==> src/include/deac_consts.vh <==
// Constants for the data nonvolatile access controller: register selects,
// control field positions, unlock key values, reset values and cycle timing.
// Assumes a 50 MHz instruction clock and a 3-bit register select port.
`ifndef DEAC_CONSTS_VH
`define DEAC_CONSTS_VH

// Register selects on the register port.
`define DEAC_SEL_CONTROL 3'h0
`define DEAC_SEL_KEY 3'h1
`define DEAC_SEL_DATA 3'h2
`define DEAC_SEL_ADDR_LOW 3'h3
`define DEAC_SEL_ADDR_HIGH 3'h4
`define DEAC_SEL_FLAG2 3'h5
`define DEAC_SEL_IRQ_EN2 3'h6

// Field positions in nv_access_control.
`define DEAC_BIT_MEM_SPACE 7
`define DEAC_BIT_CFG_SPACE 6
`define DEAC_BIT_ROW_ERASE 4
`define DEAC_BIT_WR_ERROR 3
`define DEAC_BIT_WR_ENABLE 2
`define DEAC_BIT_WR_START 1
`define DEAC_BIT_RD_START 0

// Field position of the write-done flag and its enable.
`define DEAC_BIT_DONE 4

// Unlock key values.
`define DEAC_KEY_FIRST 8'h55
`define DEAC_KEY_SECOND 8'hAA

// Reset values.
`define DEAC_RST_BYTE 8'h00
`define DEAC_RST_ADDR_HIGH 2'h0

// Self-timed cycle: times in ns, counts rounded up to whole clocks.
`define DEAC_CLK_NS 20
`define DEAC_ERASE_NS 2000
`define DEAC_PROG_NS 2000
`define DEAC_ERASE_CYC ((`DEAC_ERASE_NS + `DEAC_CLK_NS - 1) / `DEAC_CLK_NS)
`define DEAC_PROG_CYC ((`DEAC_PROG_NS + `DEAC_CLK_NS - 1) / `DEAC_CLK_NS)

`endif

==> src/deac_ctrl.v <==
// Data nonvolatile access controller: register file, unlock sequence,
// one-cycle reads and the self-timed erase/program cycle of one byte.
// Assumes the array returns i_nv_rdata combinationally from o_nv_addr and
// that i_warm_reset is a clocked pulse from the reset logic on i_clk.
//
// Contract
// - Memory-space bit zero selects data array
// - Config bit one routes to configuration space
// - Address is ten bits from low/high pair
// - Byte write erases then programs automatically
// - Internal timer ends each erase/write cycle
// - Writes need enable; enable clears at power-up
// - Error flag sets at start, clears on completion
// - Error flag stays after reset or improper attempt
// - Write-start set-only; hardware clears at completion
// - Done flag set on completion; software clears
// - Read-start does one-cycle read, then self-clears
// - Read-start ignored when either space bit set
// - Unlock key port stores nothing, reads zero
// - Error leaves space select bits unchanged
// - Read data valid next cycle, then held
// - Row-erase bit erases block, clears when done
// - Data register holds read or write byte
// - Write needs 55h, AAh, then write-start
// - Start needs prior enable; control, address and data frozen while busy (read-start written with write-start still reloads data)
// - Writes blocked while power-up timer runs
`timescale 1ns/100ps
`include "deac_consts.vh"
`default_nettype none

module deac_ctrl #(
   parameter [15:0] ERASE_CYC = `DEAC_ERASE_CYC,
   parameter [15:0] PROG_CYC = `DEAC_PROG_CYC
) (
   input wire i_clk,
   input wire i_reset,
   input wire i_warm_reset,
   input wire i_pwrt_running,
   input wire [2:0] i_sfr_sel,
   input wire i_sfr_wr,
   input wire i_sfr_rd,
   input wire [7:0] i_sfr_wdata,
   output reg [7:0] o_sfr_rdata,
   output wire [9:0] o_nv_addr,
   output wire [7:0] o_nv_wdata,
   output reg o_nv_read,
   input wire [7:0] i_nv_rdata,
   output reg o_nv_erase,
   output reg o_nv_program,
   output wire [1:0] o_nv_space,
   output reg o_irq
);

   ////////////////////////////////////////////////////////////////////////
   // Local states and storage.

   localparam [1:0] KEY_IDLE = 2'h0;
   localparam [1:0] KEY_FIRST = 2'h1;
   localparam [1:0] KEY_ARMED = 2'h2;

   localparam [1:0] CYC_IDLE = 2'h0;
   localparam [1:0] CYC_ERASE = 2'h1;
   localparam [1:0] CYC_PROG = 2'h2;

   reg pwrt_meta;
   reg pwrt_sync;
   reg memory_space_select;
   reg config_space_select;
   reg row_erase_enable;
   reg write_error_flag;
   reg write_unlock_enable;
   reg write_start;
   reg [7:0] nv_data_reg;
   reg [7:0] nv_addr_low;
   reg [1:0] nv_addr_high;
   reg nv_write_done_flag;
   reg nv_write_done_irq_enable;
   reg [1:0] key_state;
   reg [1:0] cyc_state;
   reg [15:0] cyc_count;

   // Counter reload for a phase of the self-timed cycle: its length in clocks minus one.
   function [15:0] deac_phase_len;
      input [1:0] phase;
      begin
         if (phase == CYC_ERASE) begin
            deac_phase_len = ERASE_CYC - 16'h0001;
         end else begin
            deac_phase_len = PROG_CYC - 16'h0001;
         end
      end
   endfunction

   ////////////////////////////////////////////////////////////////////////
   // Decodes of the register port.

   wire wr_control = i_sfr_wr && (i_sfr_sel == `DEAC_SEL_CONTROL);
   wire wr_key = i_sfr_wr && (i_sfr_sel == `DEAC_SEL_KEY);
   // The sequencer is busy for exactly as long as write-start reads one.
   wire busy = write_start;
   wire start_req = wr_control && i_sfr_wdata[`DEAC_BIT_WR_START] && !busy;
   // A start is honoured only if enabled beforehand, armed and past power-up.
   wire start_ok = start_req && write_unlock_enable && (key_state == KEY_ARMED)
      && !pwrt_sync;
   wire data_space = !config_space_select && !memory_space_select;
   // Data bytes erase first; other spaces erase only when row erase is set.
   wire [1:0] first_phase = (data_space || row_erase_enable) ? CYC_ERASE : CYC_PROG;
   wire phase_end = (cyc_state != CYC_IDLE) && (cyc_count == 16'h0000);
   wire last_phase = (cyc_state == CYC_PROG) || !data_space;
   wire cyc_finish = phase_end && last_phase;
   wire [7:0] control_view = {memory_space_select, config_space_select, 1'b0,
      row_erase_enable, write_error_flag, write_unlock_enable, write_start, o_nv_read};

   assign o_nv_addr = {nv_addr_high, nv_addr_low};
   assign o_nv_wdata = nv_data_reg;
   assign o_nv_space = {config_space_select, memory_space_select};

   ////////////////////////////////////////////////////////////////////////
   // Two-flop synchroniser for the power-up timer pin.
   // Both flops reset to one, so writes stay blocked until a low on the pin
   // has passed through both flops and no write can slip through just after power-up.

   always @(posedge i_clk or posedge i_reset) begin
      if (i_reset) begin
         pwrt_meta <= 1'b1;
         pwrt_sync <= 1'b1;
      end else begin
         pwrt_meta <= i_pwrt_running;
         pwrt_sync <= pwrt_meta;
      end
   end

   ////////////////////////////////////////////////////////////////////////
   // Unlock sequence: 55h then AAh on the key port, then write-start as the
   // very next register write. Any other write breaks the sequence.

   always @(posedge i_clk or posedge i_reset) begin
      if (i_reset) begin
         key_state <= KEY_IDLE;
      end else if (i_warm_reset) begin
         key_state <= KEY_IDLE;
      end else if (wr_key) begin
         if (i_sfr_wdata == `DEAC_KEY_FIRST) begin
            key_state <= KEY_FIRST;
         end else if (i_sfr_wdata == `DEAC_KEY_SECOND && key_state == KEY_FIRST) begin
            key_state <= KEY_ARMED;
         end else begin
            key_state <= KEY_IDLE;
         end
      end else if (i_sfr_wr) begin
         key_state <= KEY_IDLE;
      end
   end

   ////////////////////////////////////////////////////////////////////////
   // Control register, erase/program sequencer and write-done flag.

   always @(posedge i_clk or posedge i_reset) begin
      if (i_reset) begin
         memory_space_select <= 1'b0;
         config_space_select <= 1'b0;
         row_erase_enable <= 1'b0;
         write_error_flag <= 1'b0;
         write_unlock_enable <= 1'b0;
         write_start <= 1'b0;
         o_nv_read <= 1'b0;
         nv_data_reg <= `DEAC_RST_BYTE;
         nv_addr_low <= `DEAC_RST_BYTE;
         nv_addr_high <= `DEAC_RST_ADDR_HIGH;
         nv_write_done_flag <= 1'b0;
         nv_write_done_irq_enable <= 1'b0;
         cyc_state <= CYC_IDLE;
         cyc_count <= 16'h0000;
         o_nv_erase <= 1'b0;
         o_nv_program <= 1'b0;
      end else if (i_warm_reset) begin
         // A reset mid-cycle aborts it and leaves the error flag standing.
         // Address, data and space bits survive so software can see what failed.
         if (busy) begin
            write_error_flag <= 1'b1;
         end
         write_unlock_enable <= 1'b0;
         write_start <= 1'b0;
         o_nv_read <= 1'b0;
         cyc_state <= CYC_IDLE;
         o_nv_erase <= 1'b0;
         o_nv_program <= 1'b0;
      end else begin
         // Software writes; control, address and data freeze while busy.
         if (wr_control && !busy) begin
            memory_space_select <= i_sfr_wdata[`DEAC_BIT_MEM_SPACE];
            config_space_select <= i_sfr_wdata[`DEAC_BIT_CFG_SPACE];
            row_erase_enable <= i_sfr_wdata[`DEAC_BIT_ROW_ERASE];
            write_error_flag <= i_sfr_wdata[`DEAC_BIT_WR_ERROR];
            write_unlock_enable <= i_sfr_wdata[`DEAC_BIT_WR_ENABLE];
            // Read-start is set-only and refused outside the data array.
            if (i_sfr_wdata[`DEAC_BIT_RD_START] && !i_sfr_wdata[`DEAC_BIT_MEM_SPACE]
               && !i_sfr_wdata[`DEAC_BIT_CFG_SPACE]) begin
               o_nv_read <= 1'b1;
            end
         end
         if (i_sfr_wr && !busy && i_sfr_sel == `DEAC_SEL_DATA) begin
            nv_data_reg <= i_sfr_wdata;
         end
         if (i_sfr_wr && !busy && i_sfr_sel == `DEAC_SEL_ADDR_LOW) begin
            nv_addr_low <= i_sfr_wdata;
         end
         if (i_sfr_wr && !busy && i_sfr_sel == `DEAC_SEL_ADDR_HIGH) begin
            nv_addr_high <= i_sfr_wdata[1:0];
         end
         if (i_sfr_wr && i_sfr_sel == `DEAC_SEL_FLAG2) begin
            nv_write_done_flag <= i_sfr_wdata[`DEAC_BIT_DONE];
         end
         if (i_sfr_wr && i_sfr_sel == `DEAC_SEL_IRQ_EN2) begin
            nv_write_done_irq_enable <= i_sfr_wdata[`DEAC_BIT_DONE];
         end

         // One-cycle array read: capture the byte and clear read-start.
         if (o_nv_read) begin
            nv_data_reg <= i_nv_rdata;
            o_nv_read <= 1'b0;
         end

         // Write-start: a clean start launches the cycle, anything else
         // only marks an improper attempt. Writes of zero do nothing.
         if (start_ok) begin
            write_start <= 1'b1;
            write_error_flag <= 1'b1;
            cyc_state <= first_phase;
            cyc_count <= deac_phase_len(first_phase);
            o_nv_erase <= (first_phase == CYC_ERASE);
            o_nv_program <= (first_phase == CYC_PROG);
         end else if (start_req) begin
            write_error_flag <= 1'b1;
         end

         // Internal timer paces each phase of the self-timed cycle.
         if (cyc_state != CYC_IDLE && cyc_count != 16'h0000) begin
            cyc_count <= cyc_count - 16'h0001;
         end
         if (phase_end && !last_phase) begin
            cyc_state <= CYC_PROG;
            cyc_count <= deac_phase_len(CYC_PROG);
            o_nv_erase <= 1'b0;
            o_nv_program <= 1'b1;
         end
         // Completion: hardware clears write-start, error and row erase;
         // the done flag set here wins over a same-cycle software clear.
         if (cyc_finish) begin
            cyc_state <= CYC_IDLE;
            write_start <= 1'b0;
            write_error_flag <= 1'b0;
            row_erase_enable <= 1'b0;
            nv_write_done_flag <= 1'b1;
            o_nv_erase <= 1'b0;
            o_nv_program <= 1'b0;
         end
      end
   end

   ////////////////////////////////////////////////////////////////////////
   // Interrupt request follows the done flag gated by its enable.
   // Flag and enable are both visible to software; only their product
   // leaves the block, one clock after either changes.

   always @(posedge i_clk or posedge i_reset) begin
      if (i_reset) begin
         o_irq <= 1'b0;
      end else begin
         o_irq <= nv_write_done_flag && nv_write_done_irq_enable;
      end
   end

   ////////////////////////////////////////////////////////////////////////
   // Register read port; the key port and unmapped selects read zero.
   // Reads are registered, so o_sfr_rdata changes only after a read strobe.

   always @(posedge i_clk or posedge i_reset) begin
      if (i_reset) begin
         o_sfr_rdata <= 8'h00;
      end else if (i_sfr_rd) begin
         if (i_sfr_sel == `DEAC_SEL_CONTROL) begin
            o_sfr_rdata <= control_view;
         end else if (i_sfr_sel == `DEAC_SEL_DATA) begin
            o_sfr_rdata <= nv_data_reg;
         end else if (i_sfr_sel == `DEAC_SEL_ADDR_LOW) begin
            o_sfr_rdata <= nv_addr_low;
         end else if (i_sfr_sel == `DEAC_SEL_ADDR_HIGH) begin
            o_sfr_rdata <= {6'h00, nv_addr_high};
         end else if (i_sfr_sel == `DEAC_SEL_FLAG2) begin
            o_sfr_rdata <= {3'h0, nv_write_done_flag, 4'h0};
         end else if (i_sfr_sel == `DEAC_SEL_IRQ_EN2) begin
            o_sfr_rdata <= {3'h0, nv_write_done_irq_enable, 4'h0};
         end else begin
            o_sfr_rdata <= 8'h00;
         end
      end
   end

endmodule

`default_nettype wire

==> config.mk <==
export PLATFORM = sky130hd
export DESIGN_NAME = deac_ctrl
export DESIGN_NICKNAME = d
export VERILOG_FILES = /design/src/deac_ctrl.v
export VERILOG_INCLUDE_DIRS = /design/src /design/src/include
export SDC_FILE = /design/constraint.sdc
export NUM_CORES = 1
export LEC_CHECK = 0
export BUFFER_PORTS_ARGS = -buffer_cell sky130_fd_sc_hd__buf_2
export CELL_PAD_IN_SITES_DETAIL_PLACEMENT = 0
export CELL_PAD_IN_SITES_GLOBAL_PLACEMENT = 1
export CORE_ASPECT_RATIO = 2
export CORE_UTILIZATION = 48
export CTS_BUF_LIST = sky130_fd_sc_hd__clkbuf_2 sky130_fd_sc_hd__clkbuf_4 sky130_fd_sc_hd__clkbuf_8
export CTS_CLUSTER_SIZE = 14
export DETAILED_ROUTE_END_ITERATION = 7
export PLACE_DENSITY_LB_ADDON = 0.2
export REMOVE_ABC_BUFFERS = 1
export SYNTH_ARGS = -nofsm -noshare
export SYNTH_HDL_FRONTEND = slang
export SYNTH_SLANG_ARGS = --single-unit
==> constraint.sdc <==
create_clock -name i_clk -period 3 [get_ports i_clk]
set_input_delay 0.45 -clock i_clk [delete_from_list [all_inputs] [get_ports i_clk]]
set_output_delay 0.45 -clock i_clk [all_outputs]
set_load 0.01 [all_outputs]
# ---- Word-level counts from Yosys, hierarchy flattened
# Cells that the tools add are included.
dict set report totals {
  register_bits 60
  elab_cells 140
}
dict set report classes {
  n_addsub 1
  n_eq_ne 14
  mux 48
  bitwise 1
  reduce_logical 55
}
# operator n
set op_table {}
lappend op_table {{16-bit 2-to-1 mux} 3}
lappend op_table {{8-bit 2-to-1 mux} 5}
lappend op_table {{1-bit 2-to-1 mux} 27}
lappend op_table {{1-bit logical AND} 23}
lappend op_table {{2-bit 2-to-1 mux} 10}
lappend op_table {{2-bit AND reduction} 9}
lappend op_table {{16-bit logical NOT} 1}
lappend op_table {{16-bit nonzero test} 1}
lappend op_table {{16-bit by 1-bit subtractor with 16-bit output (second input constant)} 1}
lappend op_table {{5-bit 2-to-1 mux} 3}
lappend op_table {{2-bit nonzero test} 5}
lappend op_table {{3-bit == test (second input constant)} 3}
lappend op_table {{3-bit nonzero test} 3}
lappend op_table {{8-bit by 7-bit == test with 1-bit output (second input constant)} 1}
lappend op_table {{8-bit == test (second input constant)} 1}
lappend op_table {{1-bit logical NOT} 8}
lappend op_table {{2-bit == test (second input constant)} 3}
lappend op_table {{3-bit by 2-bit == test with 1-bit output (second input constant)} 2}
lappend op_table {{5-bit nonzero test} 1}
lappend op_table {{2-bit by 1-bit == test with 1-bit output (second input constant)} 2}
lappend op_table {{4-bit nonzero test} 1}
lappend op_table {{3-bit by 1-bit == test with 1-bit output (second input constant)} 1}
lappend op_table {{3-bit logical NOT} 1}
lappend op_table {{1-bit logical OR} 2}
lappend op_table {{other kinds (2)} 2}

# ---- Longest topological paths before layout
# Gate-level depths: netlist of the first run.
dict set report depth {
  ltp_word 11
  ltp_mapped 8
  ltp_nobuf 7
}

# ---- Worst setup path before layout of the first run
# No wires, ideal clock.
dict set report synth_path {
  path_kind {in2reg}
  startpoint {in i_sfr_sel[2]}
  endpoint {reg cyc_count[11]}
  setup_time_ps 126
  arrival_time_ps 2112
  required_time_ps 2874
  setup_slack_ps 762
  cell_stages 7
  path_buffers 2
  path_cell_list {buf_6 > or3b_4 > or4_4 > buf_6 > nand2_4 > o21ai_4 > a221o_1}
}
dict set report synth_between {
  elab_chain_len 9
}
# item line_no
set synth_lines {}
lappend synth_lines {{start: declaration} deac_ctrl.v:39} ;# input wire [2:0] i_sfr_sel,
lappend synth_lines {{3-bit logical NOT (no line)} n/a}
lappend synth_lines {{1-bit logical AND} deac_ctrl.v:97} ;# wire wr_control = i_sfr_wr && (i_sfr_sel == `DEAC_SEL_CONTROL);
lappend synth_lines {{1-bit logical AND (2 in a row)} deac_ctrl.v:101} ;# wire start_req = wr_control && i_sfr_wdata[`DEAC_BIT_WR_START] && !busy;
lappend synth_lines {{1-bit logical AND (2 in a row)} deac_ctrl.v:103} ;# wire start_ok = start_req && write_unlock_enable && (key_state == KEY_ARMED)
lappend synth_lines {{1-bit logical AND} deac_ctrl.v:104} ;# && !pwrt_sync;
lappend synth_lines {{3-bit nonzero test (no line)} n/a}
lappend synth_lines {{2-bit AND reduction (no line)} n/a}
lappend synth_lines {{end signal: assignment} deac_ctrl.v:230} ;# cyc_count <= deac_phase_len(first_phase);
lappend synth_lines {{end signal: assignment} deac_ctrl.v:239} ;# cyc_count <= cyc_count - 16'h0001;
lappend synth_lines {{end signal: assignment} deac_ctrl.v:243} ;# cyc_count <= deac_phase_len(CYC_PROG);
lappend synth_lines {{end: declaration} deac_ctrl.v:80} ;# reg [15:0] cyc_count;
# Every way passes these cells.
# A chain may end at the register's enable or synchronous reset.

# ---- Final worst setup path of the first run
dict set report layout_path {
  startpoint {reg cyc_count[0]}
  endpoint {reg cyc_count[7]}
}
dict set report layout_between {
  elab_chain_len 5
  elab_cells_between_ends 10
  cone_classes {add/sub (1); mux (2); reduce/logical (7)}
}
# item
set layout_lines {}
lappend layout_lines {{branches (longest 5 deep; another with 16-bit by 1-bit subtractor with 16-bit output)}}
# Several ways; the timed one is not identified.

==> flow_summary.toml, run 1 <==
[sta]
rsz0062_at_grt = "false"
fmax_mhz = 435
skew_ns = 0.00901
setup_viol = 0
period_needed_ns = 2.30
final.setup.tns_ns = 0
finalCritPeriodShare = 0.766
slew_headroom = 0.246
finalHoldViolations = 0
maxSlewViolCount = 0
worst_slew_pin_slew_ns = 1.12

[cts]
ctsHoldBuffers = 0
clk_latency_ns = 0.35
cts-buffers-inserted = 9
cts_setup_buffers = 0
cts_tree = "yes"
htree_levels = 3
cts_resized = 0
clk_pin_slew_ns = 0.07
cts_buffer_depth = 2
cts-root-buf = "clkbuf_8"
cts.sinks = 58

[drt]
drc_errors = 6
routedWlPerCell_um = 18.2
drtAntennaViolNets = 0
vias = 2471
dr.pass1.iters = 8
routed_wl_mm = 7.58
vias_per_cell = 5.94
drt-initial-drc-count = 90

[setup_path]
arrival_ns = 2.54
start_kind = "flip-flop"
critPathSlowestCell = "nor2_1"
cp_max_fo = 9
path_class = "reg -> reg"
end_kind = "flip-flop"
required_ns = 3.24
worstPathCellList = "inv_1 -> ha_1 -> nor4b_1 -> and4_1 -> nor2_1 -> o21ai_4 -> a221o_1"
slowest_delay_ns = 0.52
cp_top_family = "simple AND/OR/NAND/NOR gates"
crit_buf_inv = 1

[run_status]
run_status = "finished with violations"
violations = "design-rule violations"

[pwr]
p_per_area_nw_per_um2 = 619
ir_worst_vdd_v = 0.000530
p_total_w = 0.00220
p_leak_nw = 1.65

[yosys]
synthFlopType = "dfrtp_1"
yosysMostFrequentCell = "dfrtp_1"
synth_top_area_cell = "dfrtp_1"
postSynthAreaPerCell_um2 = 10.4
synth_edf_count = 0
synth.area.top_cells = "dfrtp_1 47%, mux2_2 7.2%, mux2i_1 4.0%"
synth-seq-cells = 58
async_flop_share = 1.00
syn_inst = 288
yosysSeqAreaShare = 0.486
synth_cell_types = 57
syn-cell-area_um2 = 2990
synth_top_area_frac = 0.469
yosysWarnings = 0
synth_common_cells = "56 x dfrtp_1, 23 x nor2_1, 22 x nand2_1, 19 x mux2_2, 15 x inv_1"

[floorplanning]
die_area_um2 = 6570
initial_core_util = 0.498
ios = 57
die_y_um = 114
fp-row-count = 40
die_w_um = 57.8
core_area_um2 = 6010

[place]
port-buffer-count = 56
gp_congestion = 0.835
hpwl_mm = 5.62

[final_layout]
diodes = 0
fillers = 514
syn_to_final_growth_pct = 18.9
nNetsFinal = 375
drive_above_1_share = 0.309

[global_routing]
antenna_found_initial = 0
grt_pass1_wl_mm = 12.2
grt_max_degree = 59
gr-total-overflow = 0
grt_use_total = 0.255
grt_pass1_vias = 2475

[worst_hold_path]
worstHoldPathType = "in -> reg"

[run]
maxCapViolCount = 0
[layout make-up]
type / instances / area, um^2 / area share
Sequential cell: 58 / 1450 / 0.409
Clock buffer: 10 / 131 / 0.0370
Tap cell: 63 / 78.8 / 0.0222
Multi-Input combinational cell: 203 / 1410 / 0.397
Clock inverter: 6 / 105 / 0.0296
Timing Repair Buffer: 61 / 318 / 0.0894
Inverter: 15 / 56.3 / 0.0158
[report_power, final]
group | leakage, nW | total (W) | internal, W | switching (W)
logic | 0.789 | 0.000374 | 0.000171 | 0.000203
clock network | 0.123 | 0.000868 | 0.000556 | 0.000312
registers | 0.738 | 0.000958 | 0.000882 | 0.0000761
total | 1.65 | 0.00220 | 0.00161 | 0.000592
[cell families after synthesis]
group / after synthesis / share of synthesized area
buffers and inverters: 27 / 0.0414
AO/OA/AOI/OAI: 71 / 0.171
XOR/XNOR: 1 / 0.00293
flip-flops: 58 / 0.486
AND/OR/NAND/NOR: 98 / 0.178
adder cells (fa/ha/maj): 2 / 0.00837
multiplexers: 31 / 0.112
[state kept, by name (all words and copies together), names as in the netlist, 2 cells and up]
| signal | count |
|---|---|
| key_state | 2 |
| nv_addr_high | 2 |
| cyc_count | 16 |
| nv_addr_low | 8 |
| o_nv_wdata | 8 |
| o_sfr_rdata | 8 |
[metal layers]
metal,part of all wire,up-vias,track usage
met2,0.57,57,0.481
met4,0.030,0,0.127
met1,0.37,1213,0.252
met5,0,-,0
li1,-,1183,-
met3,0.030,18,0.0488
[worst reg2reg max path, delay by kind of cell, from the launching register on]
kind / cells / cell delay, ns
buf+inv: 1 / 0.08
fa+ha+maj: 1 / 0.19
compound gates: 2 / 0.60
simple gates: 3 / 0.91
flops: 1 / 0.40
[path summary, 6_finish.rpt]
path / from / to / slack (ns) / depth (start not counted)
max reg2reg: cyc_count[0]$_DFFE_PP0P_ / cyc_count[7]$_DFFE_PP0P_ / 0.70 / 7
max: cyc_count[0]$_DFFE_PP0P_ / cyc_count[7]$_DFFE_PP0P_ / 0.70 / 7
min in group asynchronous: i_reset / o_nv_wdata[7]$_DFFE_PP0P_ / 0.29 / 3
max in group asynchronous: i_reset / cyc_count[6]$_DFFE_PP0P_ / 2.21 / 3
min: i_pwrt_running / pwrt_meta$_DFF_PP1_ / 0.20 / 1
min reg2reg: pwrt_meta$_DFF_PP1_ / pwrt_sync$_DFF_PP1_ / 0.36 / 0
[cell usage in the layout, fill, tap and decap left out, types with 2 or more instances in the layout]
master and instances:
dfrtp_1 56, buf_2 56, nor2_1 23, nand2_1 22, mux2_2 19, inv_1 14, a21oi_1 13, mux2i_1 12
o21ai_0 12, nor3_1 10, clkbuf_8 9, nand2b_1 8, a31oi_1 8, nand3_1 7, a22oi_1 5, buf_4 5
o22ai_1 4, a211oi_1 4, or3_1 3, a21o_1 3, a211o_1 3, nor4_1 3, clkinv_2 3, bufinv_16 3
nand3b_1 2, nand4b_1 2, or4_1 2, nor4_2 2, nor4b_1 2, a22o_1 2, o21a_1 2, o211a_1 2
a221o_1 2, and3_1 2, ha_1 2, dfstp_2 2
[per-stage QoR]
stage | cells | hold slack, ns | util | instance area, um^2 | setup WS [ns]
after floorplan | 276 | 0.345 | - | 2920 | 0.927
after detailed placement | 400 | 0.349 | 0.553 | 3320 | 0.644
after global routing | 416 | 0.192 | 0.592 | 3550 | 0.524
after CTS | 416 | 0.183 | 0.592 | 3550 | 0.691
after global placement | 400 | 0.345 | 0.553 | 3320 | 0.675
final | 416 | 0.200 | 0.592 | 3550 | 0.702
(Power assumes the default switching activity.)
==> run 2, diff against run 1 <==
Settings changed: CORE_UTILIZATION 48 to 44.
Clock period 3 ns to 2.3 ns, I/O delays scaled along.
==> flow_summary.toml, run 2 (synthesized netlist as in run 1, its figures left out) <==
[run_status]
run_status = "finished, final reports clean"

[run]
maxCapViolCount = 0

[cts]
htree_levels = 3
clk_latency_ns = 0.35
clk_pin_slew_ns = 0.07
cts_setup_buffers = 0
cts.sinks = 58
cts_tree = "yes"
cts_buffer_depth = 2
cts-root-buf = "clkbuf_8"
cts-buffers-inserted = 9

[setup_path]
worstPathCellList = "nor4_2 -> nand3_1 -> or4_1 -> and3_1 -> a211o_1"
r2r_setup_slack_ns = 0.15
start_kind = "flip-flop"
required_ns = 2.54
path_class = "reg -> reg"
r2r_cells = 5
arrival_ns = 2.39
critPathSlowestCell = "nor4_2"
regToRegStartpoint = "cyc_count[2]$_DFFE_PP0P_"
slowest_delay_ns = 0.51
end_kind = "flip-flop"
regToRegEndpoint = "cyc_count[13]$_DFFE_PP0P_"
cp_max_fo = 5

[pwr]
p_total_w = 0.00272
ir_worst_vdd_v = 0.000367
p_leak_nw = 1.72
p_per_area_nw_per_um2 = 737

[final_layout]
diodes = 0
syn_to_final_growth_pct = 23.4
largest_register_ffs = 16
drive_above_1_share = 0.343
mostFrequentLayoutCells = "56 x dfrtp_1, 56 x buf_2, 23 x nor2_1"
largest-register = "cyc_count"
nNetsFinal = 392

[sta]
layout_setup_ws_ns = 0.154
maxSlewViolCount = 0
slew_headroom = 0.251
period_needed_ns = 2.15
setup_viol = 0
finalCritPeriodShare = 0.933
skew_ns = 0.00525
final.setup.tns_ns = 0
finalHoldViolations = 0
rsz0062_at_grt = "false"
worst_slew_pin_slew_ns = 1.12
fmax_mhz = 466

[drt]
drt-initial-drc-count = 90
vias = 2537
drc_errors = 0
routedWlPerCell_um = 17.6
drtAntennaViolNets = 0
dr.pass1.iters = 4
vias_per_cell = 5.54
routed_wl_mm = 8.08

[floorplanning]
ios = 57
initial_core_util = 0.455
die_w_um = 60.3
die_area_um2 = 7150
fp-row-count = 42
core_area_um2 = 6570
die_y_um = 119

[global_routing]
gr-total-overflow = 0
antenna_found_initial = 0
grt_max_degree = 30
grt_pass1_vias = 2637
grt_pass1_wl_mm = 12.8
grt_use_total = 0.251

[worst_hold_path]
worstHoldPathType = "in -> async"

[place]
port-buffer-count = 56
gp_congestion = 0.826
hpwl_mm = 6.23
place_ws_ns = 0.125
-- run 2: cell types whose count changed in the layout (fill, tap and decap cells not counted) --
cell	previous run	this run
buf_4	5	22
bufinv_16	3	1
clkbuf_4	1	0
clkbuf_8	9	11
clkinvlp_4	0	1
nor4b_1	2	1
nor4b_2	0	1
-- run 2: timing repair --
action | in CTS | in global routing
endpoints found under the setup margin | 0 | 12
hold buffers | 0 | 0
resized for setup | 0 | 1
-- run 2: worst max path at each step --
stage                        startpoint                        end  slack, ns
2_1_floorplan          busy$_DFFE_PP0P_  cyc_count[11]$_DFFE_PP0P_       0.29
3_3_place_gp               i_sfr_sel[2]  cyc_count[11]$_DFFE_PP0P_       0.15
3_5_place_dp               i_sfr_sel[1]  o_nv_wdata[7]$_DFFE_PP0P_       0.13
4_1_cts        cyc_count[2]$_DFFE_PP0P_  cyc_count[13]$_DFFE_PP0P_       0.15
5_1_grt        cyc_count[2]$_DFFE_PP0P_  cyc_count[13]$_DFFE_PP0P_      0.005
6_report       cyc_count[2]$_DFFE_PP0P_  cyc_count[13]$_DFFE_PP0P_       0.15
-- run 2: routing by layer --
layer,wire length [um],vias up,share of wire,global-route usage
met4,432,0,0.053,0.172
met3,279,29,0.035,0.0525
met1,2790,1228,0.35,0.233
met5,0,-,0,0
met2,4580,68,0.57,0.450
li1,-,1212,-,-
-- run 2: report_power, final --
group          internal, W  switching [W]  leakage [nW]  total (W)
Sequential         0.00115      0.0000953         0.738    0.00125
Clock             0.000553       0.000415         0.105   0.000968
Combinational     0.000236       0.000269         0.875   0.000505
-- run 2: layout make-up --
type                       instances  area [um^2]
inverter                          15         56.3
tap                               88          110
fill                             624         2880
clock buffer                      11          151
timing repair buffer              78          445
clock inverter                     5         52.6
multi-input combinational        203         1420
sequential                        58         1450
-- run 2: critical path: cells and delay by family (launching register included) --
kind             cells  cell delay, ns
flip-flops           1            0.40
AO/OA/AOI/OAI        1            0.26
AND/OR/NAND/NOR      4            1.39
-- run 2: stage by stage --
step	hold slack (ns)	area, um^2	utilization	std cells
after floorplan	0.345	2920	-	276
after global placement	0.346	3480	0.529	442
after detailed placement	0.353	3480	0.529	442
after CTS	0.0708	3680	0.560	458
after global routing	0.0784	3690	0.561	458
final	0.0616	3690	0.561	458
